$ cat config.mk
export PLATFORM = sky130hd
export DESIGN_NAME = wspc_power_ctrl
export DESIGN_NICKNAME = d
export VERILOG_FILES = /design/src/hdl/wspc_pkg.sv /design/src/hdl/wspc_power_ctrl.sv /design/src/hdl/wspc_sync.sv
export SDC_FILE = /design/constraint.sdc
export NUM_CORES = 1
export LEC_CHECK = 0
export ABC_AREA = 1
export BUFFER_PORTS_ARGS = -buffer_cell sky130_fd_sc_hd__buf_2
export CORE_MARGIN = 5
export CORE_UTILIZATION = 39
export DETAILED_ROUTE_END_ITERATION = 10
export GPL_ROUTABILITY_DRIVEN = 1
export SLEW_MARGIN = 5
export SYNTH_ARGS = -nofsm -noshare
export SYNTH_HDL_FRONTEND = slang
export SYNTH_HIERARCHICAL = 1
export SYNTH_SLANG_ARGS = --single-unit
$ cat constraint.sdc
create_clock -name ref_clk -period 3.9 [get_ports ref_clk]
set_clock_uncertainty 0.2 [all_clocks]
set_input_delay 0.195 -clock ref_clk [delete_from_list [all_inputs] [get_ports ref_clk]]
set_output_delay 0.195 -clock ref_clk [all_outputs]
set_load 0.01 [all_outputs]
$ cat src/hdl/wspc_pkg.sv
// wspc_pkg: register map, field positions and state encodings of the wake/sleep power control
package wspc_pkg;
   // register byte offsets on the wishbone bus
   localparam logic [7:0] WSPC_CMD_OFS = 8'h00;
   localparam logic [7:0] WSPC_PMCS_OFS = 8'h04;
   localparam logic [7:0] WSPC_CCS_OFS = 8'h08;
   localparam logic [7:0] WSPC_WCS_OFS = 8'h0c;
   localparam logic [7:0] WSPC_RX_DESCRIPTOR_POINTER_OFS = 8'h10;
   localparam logic [7:0] WSPC_CFG_OFS = 8'h14;
   // command_register fields
   localparam int WSPC_CMD_RX_DIS = 3;
   localparam int WSPC_CMD_RX_EN = 2;
   // pm_control_status / clockrun_control_status fields
   localparam int WSPC_PM_FLAG = 15;
   localparam int WSPC_PM_ENABLE = 8;
   localparam int WSPC_PM_STATE_HI = 1;
   // wake_control_status: enables in low byte, sticky causes in bits 23:16
   localparam int WSPC_WCS_CAUSE_LO = 16;
   localparam int WSPC_NUM_EVENTS = 8;
   localparam logic [7:0] WSPC_PACKET_EVENTS = 8'hfe;
   // config_init field: host marks configuration space as reinitialised
   localparam int WSPC_CFG_DONE = 0;
   // power state encodings
   localparam logic [1:0] WSPC_D0 = 2'h0;
   localparam logic [1:0] WSPC_D3 = 2'h3;
   // reset values
   localparam logic [31:0] WSPC_RX_DESCRIPTOR_POINTER_RST = 32'h0000_0000;
   localparam logic [7:0] WSPC_WCS_RST = 8'h00;
   // power mode state machine, gray along normal -> wake -> sleep -> locked
   typedef enum logic [1:0] {
      WSPC_NORMAL = 2'b00,
      WSPC_WAKE = 2'b01,
      WSPC_SLEEP = 2'b11,
      WSPC_LOCKED = 2'b10
   } wspc_mode_t;
endpackage : wspc_pkg

$ cat src/hdl/wspc_power_ctrl.sv
// wspc_power_ctrl: wake signalling, power state and receiver control with wishbone registers
// Functional notes
// in remote-wake mode an enabled wake event pulls the wake pin low
// deep-state exit is by reset; power state returns to D0, host reprograms; here a pm register write also leaves D3
// host leaves wake mode writing zero to power state and wake enable
// clearing wake signal enable releases the wake pin
// after leaving D3 operational registers stay locked until config reinitialised
// host reads wake control status to find the wake cause
// writing one to wake flag clears pending wake, via either register
// host clears phy wake cause in the phy interrupt status register
// host clears every wake control status bit during wake exit
// host disables receiver, refilters, reloads pointer, then re-enables it
// receiver re-enable after packet wake drains held packet by dma
// in sleep mode no wake detection and no service request
// sleep entry: disable receiver, zero pointer, re-enable receiver
// sleep entry: no wake events, clear enable, set power state
// unpowered deep state: host asserts reset, stops clock, removes power
// sleep exit: zero power state, reconfigure, restart receiver
// pm register: bit 15 flag w1c, bit 8 enable, bits 1:0 state
// command bit 3 written one disables the receiver
// command bit 2 written one enables the receiver
// wake pin stays low until enable cleared or flag cleared
`timescale 1ns/1ps
`default_nettype none
module wspc_power_ctrl
   import wspc_pkg::*;
(
   // clock and reset
   input wire logic ref_clk,
   input wire logic resetn,
   // wishbone slave
   input wire logic wb_cyc_i,
   input wire logic wb_stb_i,
   input wire logic wb_we_i,
   input wire logic [7:0] wb_adr_i,
   input wire logic [3:0] wb_sel_i,
   input wire logic [31:0] wb_dat_i,
   output logic [31:0] wb_dat_o,
   output logic wb_ack_o,
   // wake event detectors, asynchronous levels; bit 0 is the phy interrupt
   input wire logic [WSPC_NUM_EVENTS-1:0] wake_event_in,
   // wake pin, open drain
   output logic wake_signal_pin_n,
   output logic wake_signal_pin_oe,
   // receiver control
   output logic rx_enabled,
   output logic rx_pointer_reload,
   output logic rx_drain_start,
   output logic [31:0] rx_descriptor_pointer,
   // power status
   output logic remote_wake_mode,
   output logic sleep_mode,
   output logic phy_power_on
);
   ////////////////////////////////////////////////////////////////////////////////
   // helpers
   function automatic logic lane_bit(input logic [3:0] sel, input int pos);
      lane_bit = sel[pos / 8];
   endfunction : lane_bit

   function automatic logic is_oper(input logic [7:0] adr);
      is_oper = (adr == WSPC_CMD_OFS) || (adr == WSPC_CCS_OFS) ||
                (adr == WSPC_WCS_OFS) || (adr == WSPC_RX_DESCRIPTOR_POINTER_OFS);
   endfunction : is_oper

   ////////////////////////////////////////////////////////////////////////////////
   // event synchroniser
   logic [WSPC_NUM_EVENTS-1:0] event_sync;

   wspc_sync #(.WIDTH(WSPC_NUM_EVENTS)) u_sync (
      .ref_clk(ref_clk),
      .resetn(resetn),
      .async_in(wake_event_in),
      .sync_out(event_sync)
   );

   ////////////////////////////////////////////////////////////////////////////////
   // state
   logic [1:0] power_state, next_power_state;
   logic wake_signal_enable, next_wake_signal_enable;
   logic wake_signal_flag, next_wake_signal_flag;
   logic [7:0] wake_enables, next_wake_enables;
   logic [7:0] wake_causes, next_wake_causes;
   logic [31:0] next_rx_descriptor_pointer;
   logic next_rx_enabled, next_rx_pointer_reload, next_rx_drain_start;
   logic config_done, next_config_done;
   logic was_deep, next_was_deep;
   wspc_mode_t mode, next_mode;
   logic next_ack;
   logic [31:0] next_dat;

   logic wr, rd_req, locked, wake_armed, in_sleep;
   logic flag_clear;
   logic [7:0] hits, cause_clear;

   ////////////////////////////////////////////////////////////////////////////////
   // next-state logic
   always_comb begin
      // write lands on the edge where the master samples ack
      wr = wb_cyc_i && wb_stb_i && wb_ack_o && wb_we_i;
      rd_req = wb_cyc_i && wb_stb_i && !wb_ack_o;
      locked = (mode == WSPC_LOCKED);
      wake_armed = (power_state != WSPC_D0) && wake_signal_enable;
      in_sleep = (power_state != WSPC_D0) && !wake_signal_enable;

      next_power_state = power_state;
      next_wake_signal_enable = wake_signal_enable;
      next_wake_enables = wake_enables;
      next_rx_descriptor_pointer = rx_descriptor_pointer;
      next_rx_enabled = rx_enabled;
      next_rx_pointer_reload = 1'b0;
      next_rx_drain_start = 1'b0;
      next_config_done = config_done;
      next_was_deep = was_deep;
      flag_clear = 1'b0;
      cause_clear = 8'h00;

      if (wr && wb_adr_i == WSPC_PMCS_OFS) begin
         if (lane_bit(wb_sel_i, WSPC_PM_FLAG) && wb_dat_i[WSPC_PM_FLAG]) begin
            flag_clear = 1'b1;
         end
         if (lane_bit(wb_sel_i, WSPC_PM_ENABLE)) begin
            next_wake_signal_enable = wb_dat_i[WSPC_PM_ENABLE];
         end
         if (lane_bit(wb_sel_i, 0)) begin
            next_power_state = wb_dat_i[WSPC_PM_STATE_HI:0];
         end
      end
      if (wr && wb_adr_i == WSPC_CFG_OFS && lane_bit(wb_sel_i, WSPC_CFG_DONE)) begin
         next_config_done = wb_dat_i[WSPC_CFG_DONE];
      end
      // operational registers ignore writes while locked
      if (wr && !locked) begin
         case (wb_adr_i)
            WSPC_CMD_OFS: begin
               if (lane_bit(wb_sel_i, 0) && wb_dat_i[WSPC_CMD_RX_DIS]) begin
                  next_rx_enabled = 1'b0;
               end else if (lane_bit(wb_sel_i, 0) && wb_dat_i[WSPC_CMD_RX_EN]) begin
                  next_rx_enabled = 1'b1;
                  next_rx_pointer_reload = 1'b1;
                  next_rx_drain_start = |(wake_causes & WSPC_PACKET_EVENTS);
               end
            end
            WSPC_CCS_OFS: begin
               if (lane_bit(wb_sel_i, WSPC_PM_FLAG) && wb_dat_i[WSPC_PM_FLAG]) begin
                  flag_clear = 1'b1;
               end
            end
            WSPC_WCS_OFS: begin
               if (lane_bit(wb_sel_i, 0)) begin
                  next_wake_enables = wb_dat_i[7:0];
               end
               if (lane_bit(wb_sel_i, WSPC_WCS_CAUSE_LO)) begin
                  cause_clear = wb_dat_i[WSPC_WCS_CAUSE_LO +: 8];
               end
            end
            WSPC_RX_DESCRIPTOR_POINTER_OFS: begin
               for (int b = 0; b < 4; b++) begin
                  if (wb_sel_i[b]) begin
                     next_rx_descriptor_pointer[b*8 +: 8] = wb_dat_i[b*8 +: 8];
                  end
               end
            end
            default: begin
            end
         endcase
      end

      // detection only while armed; sleep detects nothing
      hits = wake_armed ? (event_sync & wake_enables) : 8'h00;
      // a new hit wins over a clear in the same cycle
      next_wake_causes = (wake_causes & ~cause_clear) | hits;
      next_wake_signal_flag = (wake_signal_flag && !flag_clear) || (|hits);

      // leaving D3 for D0 relocks the operational registers
      if (power_state == WSPC_D3) begin
         next_was_deep = 1'b1;
      end
      if (power_state == WSPC_D3 && next_power_state != WSPC_D3) begin
         next_config_done = 1'b0;
      end

      next_mode = mode;
      case (mode)
         WSPC_NORMAL: begin
            if (wake_armed) next_mode = WSPC_WAKE;
            else if (in_sleep) next_mode = WSPC_SLEEP;
         end
         WSPC_WAKE, WSPC_SLEEP: begin
            if (power_state == WSPC_D0) begin
               next_mode = was_deep ? WSPC_LOCKED : WSPC_NORMAL;
               next_was_deep = 1'b0;
            end else if (wake_armed) begin
               next_mode = WSPC_WAKE;
            end else begin
               next_mode = WSPC_SLEEP;
            end
         end
         WSPC_LOCKED: begin
            if (config_done) next_mode = WSPC_NORMAL;
            else if (power_state != WSPC_D0) next_mode = wake_armed ? WSPC_WAKE : WSPC_SLEEP;
         end
         default: next_mode = WSPC_NORMAL;
      endcase

      next_ack = rd_req;
      next_dat = 32'h0000_0000;
      if (rd_req && !(locked && is_oper(wb_adr_i))) begin
         case (wb_adr_i)
            WSPC_CMD_OFS: next_dat[WSPC_CMD_RX_EN] = rx_enabled;
            WSPC_PMCS_OFS, WSPC_CCS_OFS: begin
               next_dat[WSPC_PM_FLAG] = wake_signal_flag;
               next_dat[WSPC_PM_ENABLE] = wake_signal_enable;
               next_dat[WSPC_PM_STATE_HI:0] = power_state;
            end
            WSPC_WCS_OFS: next_dat = {8'h00, wake_causes, 8'h00, wake_enables};
            WSPC_RX_DESCRIPTOR_POINTER_OFS: next_dat = rx_descriptor_pointer;
            WSPC_CFG_OFS: next_dat[WSPC_CFG_DONE] = config_done;
            default: next_dat = 32'h0000_0000;
         endcase
      end
   end

   ////////////////////////////////////////////////////////////////////////////////
   // registers; reset loads D0, but a pm register write can also leave the unpowered state
   always_ff @(posedge ref_clk) begin
      if (!resetn) begin
         power_state <= WSPC_D0;
         wake_signal_enable <= 1'b0;
         wake_signal_flag <= 1'b0;
         wake_enables <= WSPC_WCS_RST;
         wake_causes <= WSPC_WCS_RST;
         rx_descriptor_pointer <= WSPC_RX_DESCRIPTOR_POINTER_RST;
         rx_enabled <= 1'b0;
         rx_pointer_reload <= 1'b0;
         rx_drain_start <= 1'b0;
         config_done <= 1'b0;
         was_deep <= 1'b0;
         mode <= WSPC_NORMAL;
         wb_ack_o <= 1'b0;
         wb_dat_o <= 32'h0000_0000;
      end else begin
         power_state <= next_power_state;
         wake_signal_enable <= next_wake_signal_enable;
         wake_signal_flag <= next_wake_signal_flag;
         wake_enables <= next_wake_enables;
         wake_causes <= next_wake_causes;
         rx_descriptor_pointer <= next_rx_descriptor_pointer;
         rx_enabled <= next_rx_enabled;
         rx_pointer_reload <= next_rx_pointer_reload;
         rx_drain_start <= next_rx_drain_start;
         config_done <= next_config_done;
         was_deep <= next_was_deep;
         mode <= next_mode;
         wb_ack_o <= next_ack;
         wb_dat_o <= next_dat;
      end
   end

   ////////////////////////////////////////////////////////////////////////////////
   // pin and status outputs
   always_comb begin
      // enable gates the pin directly so clearing it releases at once
      wake_signal_pin_oe = wake_signal_flag && wake_signal_enable;
      wake_signal_pin_n = !wake_signal_pin_oe;
      remote_wake_mode = (mode == WSPC_WAKE);
      sleep_mode = (mode == WSPC_SLEEP);
      phy_power_on = !(sleep_mode && power_state == WSPC_D3);
   end
endmodule : wspc_power_ctrl
`default_nettype wire

$ cat src/hdl/wspc_sync.sv
// wspc_sync: two flip-flop synchroniser for a vector of asynchronous levels
`timescale 1ns/1ps
`default_nettype none
module wspc_sync #(
   parameter int WIDTH = 8
) (
   // clock and reset
   input wire logic ref_clk,
   input wire logic resetn,
   // levels
   input wire logic [WIDTH-1:0] async_in,
   output logic [WIDTH-1:0] sync_out
);
   logic [WIDTH-1:0] stage1;

   always_ff @(posedge ref_clk) begin
      if (!resetn) begin
         stage1 <= '0;
         sync_out <= '0;
      end else begin
         stage1 <= async_in;
         sync_out <= stage1;
      end
   end
endmodule : wspc_sync
`default_nettype wire

## Yosys cells after proc, flatten, opt, wreduce, memory -nomap -nowiden

Index checks and enable logic that the tools add are counted.

- Bits in registers: 108
- Bits of input ports: 57
- Output and inout port bits: 73
- Logic and storage cells: 124

- Equal/unequal tests: 12
- Mux-type cells: 32
- Bitwise gates (word level): 8
- Reduce and logical (&&, ||, !) cells: 52

Operator list:

| operator | number |
|---|---|
| 8-bit two-way mux | 4 |
| 16-bit case mux with 2 select lines | 1 |
| 3-bit AND reduction | 7 |
| 1-bit logical AND | 19 |
| 2-bit two-way mux | 9 |
| 8-bit bitwise AND | 2 |
| 8-bit by 4-bit == test with 1-bit output, second input constant | 2 |
| 8-bit by 5-bit == test with 1-bit output, second input constant | 2 |
| 1-bit two-way mux | 11 |
| 5-bit case mux with 2 select lines | 1 |
| 8-bit by 3-bit == test with 1-bit output, second input constant | 1 |
| 8-bit logical NOT | 1 |
| 8-bit NOT | 1 |
| 8-bit OR | 1 |
| 8-bit OR reduction | 1 |
| 1-bit logical NOT | 7 |
| 7-bit OR reduction | 1 |
| 2-bit == test, second input constant | 3 |
| 1-bit case mux with 3 select lines | 2 |
| 2-bit case mux with 3 select lines | 1 |
| 2-bit AND reduction | 3 |
| 2-bit OR reduction | 3 |
| 5-bit OR reduction | 1 |
| 2-bit logical NOT | 2 |
| 10 further kinds | 18 |

## Longest topological paths before layout

- Depth in word-level cells: 11
- Depth in mapped cells: 10

## Modules after synthesis

The synthesis kept the hierarchy.

Modules (own cells, without submodules):

| module | instances | cells an instance | area each (µm²) |
|---|---|---|---|
| wspc_power_ctrl | 1 | 504 | 3674.8 |
| wspc_sync | 1 | 50 | 484.2 |

## Least setup slack after synthesis

Ideal clock, no wire load.

- Path type: register -> register
- Start: reg wb_ack_o
- End: reg wake_enables[6]
- Library setup time: 119 ps
- Arrival time: 1319 ps
- Required time: 3581 ps
- Slack: 2262 ps
- Stages on the path, launching flop included: 9
- Path buffers: 1
- Clock period less this slack: 1638 ps
- Cells stage by stage: dfxtp_1 > nand2_1 > nor2_2 > nand2_1 > nor2_2 > nand2_1 > buf_2 > o21ai_0 > a21oi_1

- Word-level cells in the longest chain between the ends: 4

Ends and longest elaborated chain:

| item | line | text |
|---|---|---|
| from (decl) | wspc_power_ctrl.sv:39 | `output logic wb_ack_o,` |
| from (signal assigned) | wspc_power_ctrl.sv:255 | `wb_ack_o <= next_ack;` |
| 1-bit logical AND (2 in a row) | wspc_power_ctrl.sv:100 | `wr = wb_cyc_i && wb_stb_i && wb_ack_o && wb_we_i;` |
| 1-bit logical AND | wspc_power_ctrl.sv:133 | `if (wr && !locked) begin` |
| 3-bit AND reduction (no line) | n/a |  |
| to (signal assigned) | wspc_power_ctrl.sv:246 | `wake_enables <= next_wake_enables;` |
| to (decl) | wspc_power_ctrl.sv:82 | `logic [7:0] wake_enables, next_wake_enables;` |

Every way passes these cells.
A chain may end at the register's enable or synchronous reset.

## Worst setup path in the final report

- Start: in wb_stb_i
- End: reg rx_descriptor_pointer[8]

- Word-level cells in the longest chain between the ends: 5

Ends and longest elaborated chain:

| item | line | text |
|---|---|---|
| from (decl) | wspc_power_ctrl.sv:33 | `input wire logic wb_stb_i,` |
| 1-bit logical AND (3 in a row) | wspc_power_ctrl.sv:100 |  |
| 1-bit logical AND | wspc_power_ctrl.sv:133 |  |
| 3-bit AND reduction (no line) | n/a |  |
| to (signal assigned) | wspc_power_ctrl.sv:248 | `rx_descriptor_pointer <= next_rx_descriptor_pointer;` |
| to (decl) | wspc_power_ctrl.sv:49 | `output logic [31:0] rx_descriptor_pointer,` |

Every way passes these cells.

==> impl_metrics.csv <==
group,metric,value,unit
synth,ys.flop_type,"dfxtp_1",
synth,synth_top_area_frac,0.5199,
finish,nNetsFinal,780,
synth,ys_ff_latch,108,
timing,max_slew_margin,0.5547,
setup_path,cp_data_arrival_time,2.41,ns
synth,ys_seq_area_frac,0.5199,
synth,synth_warnings,6,
synth,synthXorXnorAreaFrac,0,
synth,synthAdderAreaFrac,0,
min_path,hold_class,"in2reg",
setup_path,r2r-start,"mode[0]$_SDFFE_PN0P_",
route,num_vias,3862,
synth,async_flop_share,0,
timing,fin_setup_tns,0,ns
synth,synth_top_family_by_area,"simple AND/OR/NAND/NOR gates",
synth,synth_compound_area_frac,0.1047,
timing,drv_slew,0,
synth,syn_inst,554,
synth,synth_largest_area_cell,"dfxtp_1",
die,boundaryPins,130,
placed_design,dp_hpwl,7.889,mm
pwr,peakVddDrop,198.4,uV
placed_design,dp.cells,803,
synth,yosys.area_share.simple,0.2629,
placed_design,globalplace.congestion,0.8350,
synth,synth.avg_cell_area,7.507,sq um
setup_path,worstSetupStartpointType,"primary input",
global_routing,grt_max_degree,62,
pwr,p_leak,0.002693,uW
timing,finalCritPeriodShare,0.6022,
clock_tree,cts_buffers,9,
setup_path,critical_path_class,"in2reg",
clock_tree,clk_pin_slew,0.10,ns
placed_design,place_area,0.004871,sq mm
route,ant_nets,0,
finish,fillers,1039,
die,row_count,37,
pwr,cellPowerDensity,338.2,mW/mm^2
synth,syn_area,0.004159,sq mm
timing,tightest_slew,0.6655,ns
job,cap_viol_max_count,0,
clock_tree,post_cts_buffers,0,
route,via_per_inst,4.475,
route,routed_wl,10.82,mm
synth,synthMuxAreaShare,0,
setup_path,critPathMaxFanout,14,
global_routing,grt.total_usage,0.1726,
finish,finalNonFillerCells,863,
finish,drive_above_1_share,0.2380,
die,initial_utilization,0.4011,
die,die_h,113.3,microns
run_status,status,"finished, final reports clean",
route,dr.pass1.iters,5,
setup_path,end_kind,"flip-flop",
global_routing,grt_pass1_vias,3718,
synth,syn-num-nets,611,
die,die_x,113.3,microns
finish,final_area,0.005502,sq mm
setup_path,startpoint,"wb_stb_i",
timing,setup_viol,0,
route,avgRoutedWirePerCell,12.54,microns
timing,period_minus_slack,2.348,ns
finish,area_growth,32.28,%
die,dieArea,0.01283,sq mm
timing,rsz0062_at_grt,"no",
route,drt-initial-drc-count,184,
global_routing,antenna_found_initial,0,
route,drc_errors,0,
setup_path,cp.required,3.96,ns
timing,final_hold_viol_count,0,
clock_tree,cts_max_path_buffers,2,
clock_tree,ctsHtreeMaxLevel,3,
timing,holdWs,0.09727,ns
synth,ys_top_cells_by_area,"dfxtp_1 52%, nor2_1 9.4%, nand2_1 8.8%",
finish,antenna_cells,0,
timing,clock.fmax,425.8,MHz
synth,synth_edf_count,0,
min_path,worstHoldStart,"wb_we_i",
clock_tree,cts_tree,"done",
clock_tree,insertion_delay,0.37,ns
global_routing,grt-ovfl-total,0,
clock_tree,cts_sinks,108,
die,core_area,0.01037,sq mm
placed_design,numPortBuffers,129,
clock_tree,cts_root_buf,"clkbuf_8",
pwr,p_total,1860,uW
global_routing,grt_pass1_wl,18.00,mm
synth,yosys.cell_types.count,32,
[layout by cell type, fill, tap and decap left out, drive strengths merged, types with 2 or more instances in the layout]
cell type      n
nand3         26
o21ai         37
buf          130
nand2        109
a211oi         3
dlygate4sd3   45
nor3           4
a22oi          2
nor4           2
inv           99
dfxtp        108
a31oi          2
clkbuf         9
o22ai          5
a21oi         29
nor2         110
[flip-flops by register name, indices dropped and copies added, names as in the netlist]
name,flops
config_done,1
mode,2
power_state,2
rx_descriptor_pointer,32
rx_drain_start,1
rx_enabled,1
rx_pointer_reload,1
u_sync/stage1,8
u_sync/sync_out,8
wake_causes,8
wake_enables,8
wake_signal_enable,1
wake_signal_flag,1
was_deep,1
wb_ack_o,1
wb_dat_o,32
[kinds of logic after synthesis]
family / after synthesis
flops: 108
buf+inv: 112
simple gates: 253
compound gates: 81
[synth_stat cells (2+ instances only)]
master / instances
buf_4: 2
inv_1: 90
nor3_1: 3
nand2_1: 98
buf_6: 2
nor2_2: 3
nand2_2: 10
clkbuf_1: 4
o22ai_1: 5
a211oi_1: 3
nor2_1: 104
nand3_2: 4
inv_2: 5
a22oi_1: 2
nor4_1: 2
a21oi_1: 29
buf_2: 7
o21ai_0: 37
a31oi_1: 2
nand3_1: 22
nor2_4: 2
dfxtp_1: 108
[area by class of cell]
type,instances,area (sq um),share of cell area
Tap cell,136,170.2,0.03093
Clock inverter,6,56.30,0.01023
Clock buffer,9,123.9,0.02252
Timing Repair Buffer,175,1104,0.2006
Multi-Input combinational cell,334,1529,0.2779
Sequential cell,108,2162,0.3930
Inverter,95,356.6,0.06482
[what timing repair did]
| action | in CTS | in global routing |
|---|---|---|
| endpoints found under the hold margin | 64 | 0 |
| hold buffers | 45 | 0 |
| resized for setup | 0 | 0 |
[metal layers]
layer | GRT usage | wire, microns | vias to the layer above
met5 | 0 | 0 | -
met1 | 0.2307 | 4942 | 1683
met4 | 0.05128 | 162 | 0
met2 | 0.2725 | 4883 | 129
met3 | 0.04813 | 830 | 10
li1 | - | - | 2040
[final timing paths]
kind,end,cells after the start,slack [ns]
setup / recovery,rx_descriptor_pointer[8]$_SDFFE_PN0P_,10,1.55
hold / removal,wake_signal_enable$_SDFFE_PN0P_,5,0.1
setup reg to reg,rx_descriptor_pointer[8]$_SDFFE_PN0P_,8,1.55
hold reg to reg,u_sync/sync_out[1]$_SDFF_PN0_,2,0.22
[critical path, cell delays in order]
cell and delay (ns):
dlygate4sd3_1 0.53, buf_2 0.10, nand2_1 0.08, inv_1 0.06, nand2_1 0.05, nor2_2 0.22, nand3_2 0.31, o21ai_0 0.26
nor2_1 0.05, dlygate4sd3_1 0.55
[power by group]
group | switching, uW | internal [uW] | total (uW) | leakage [uW]
Sequential | 2.91 | 1110 | 1110 | 0.000873
Clock | 393 | 244 | 636 | 0.0000901
Combinational | 52.1 | 59.0 | 111 | 0.00173
[through the flow]
step           utilization  setup WS (ns)
2_1_floorplan            -          2.262
3_3_place_gp        0.4697          1.590
3_5_place_dp        0.4697          1.518
4_1_cts             0.5305          1.541
5_1_grt             0.5305          1.328
6_report            0.5305          1.552
Note: power is estimated with default switching activity, not from simulation.
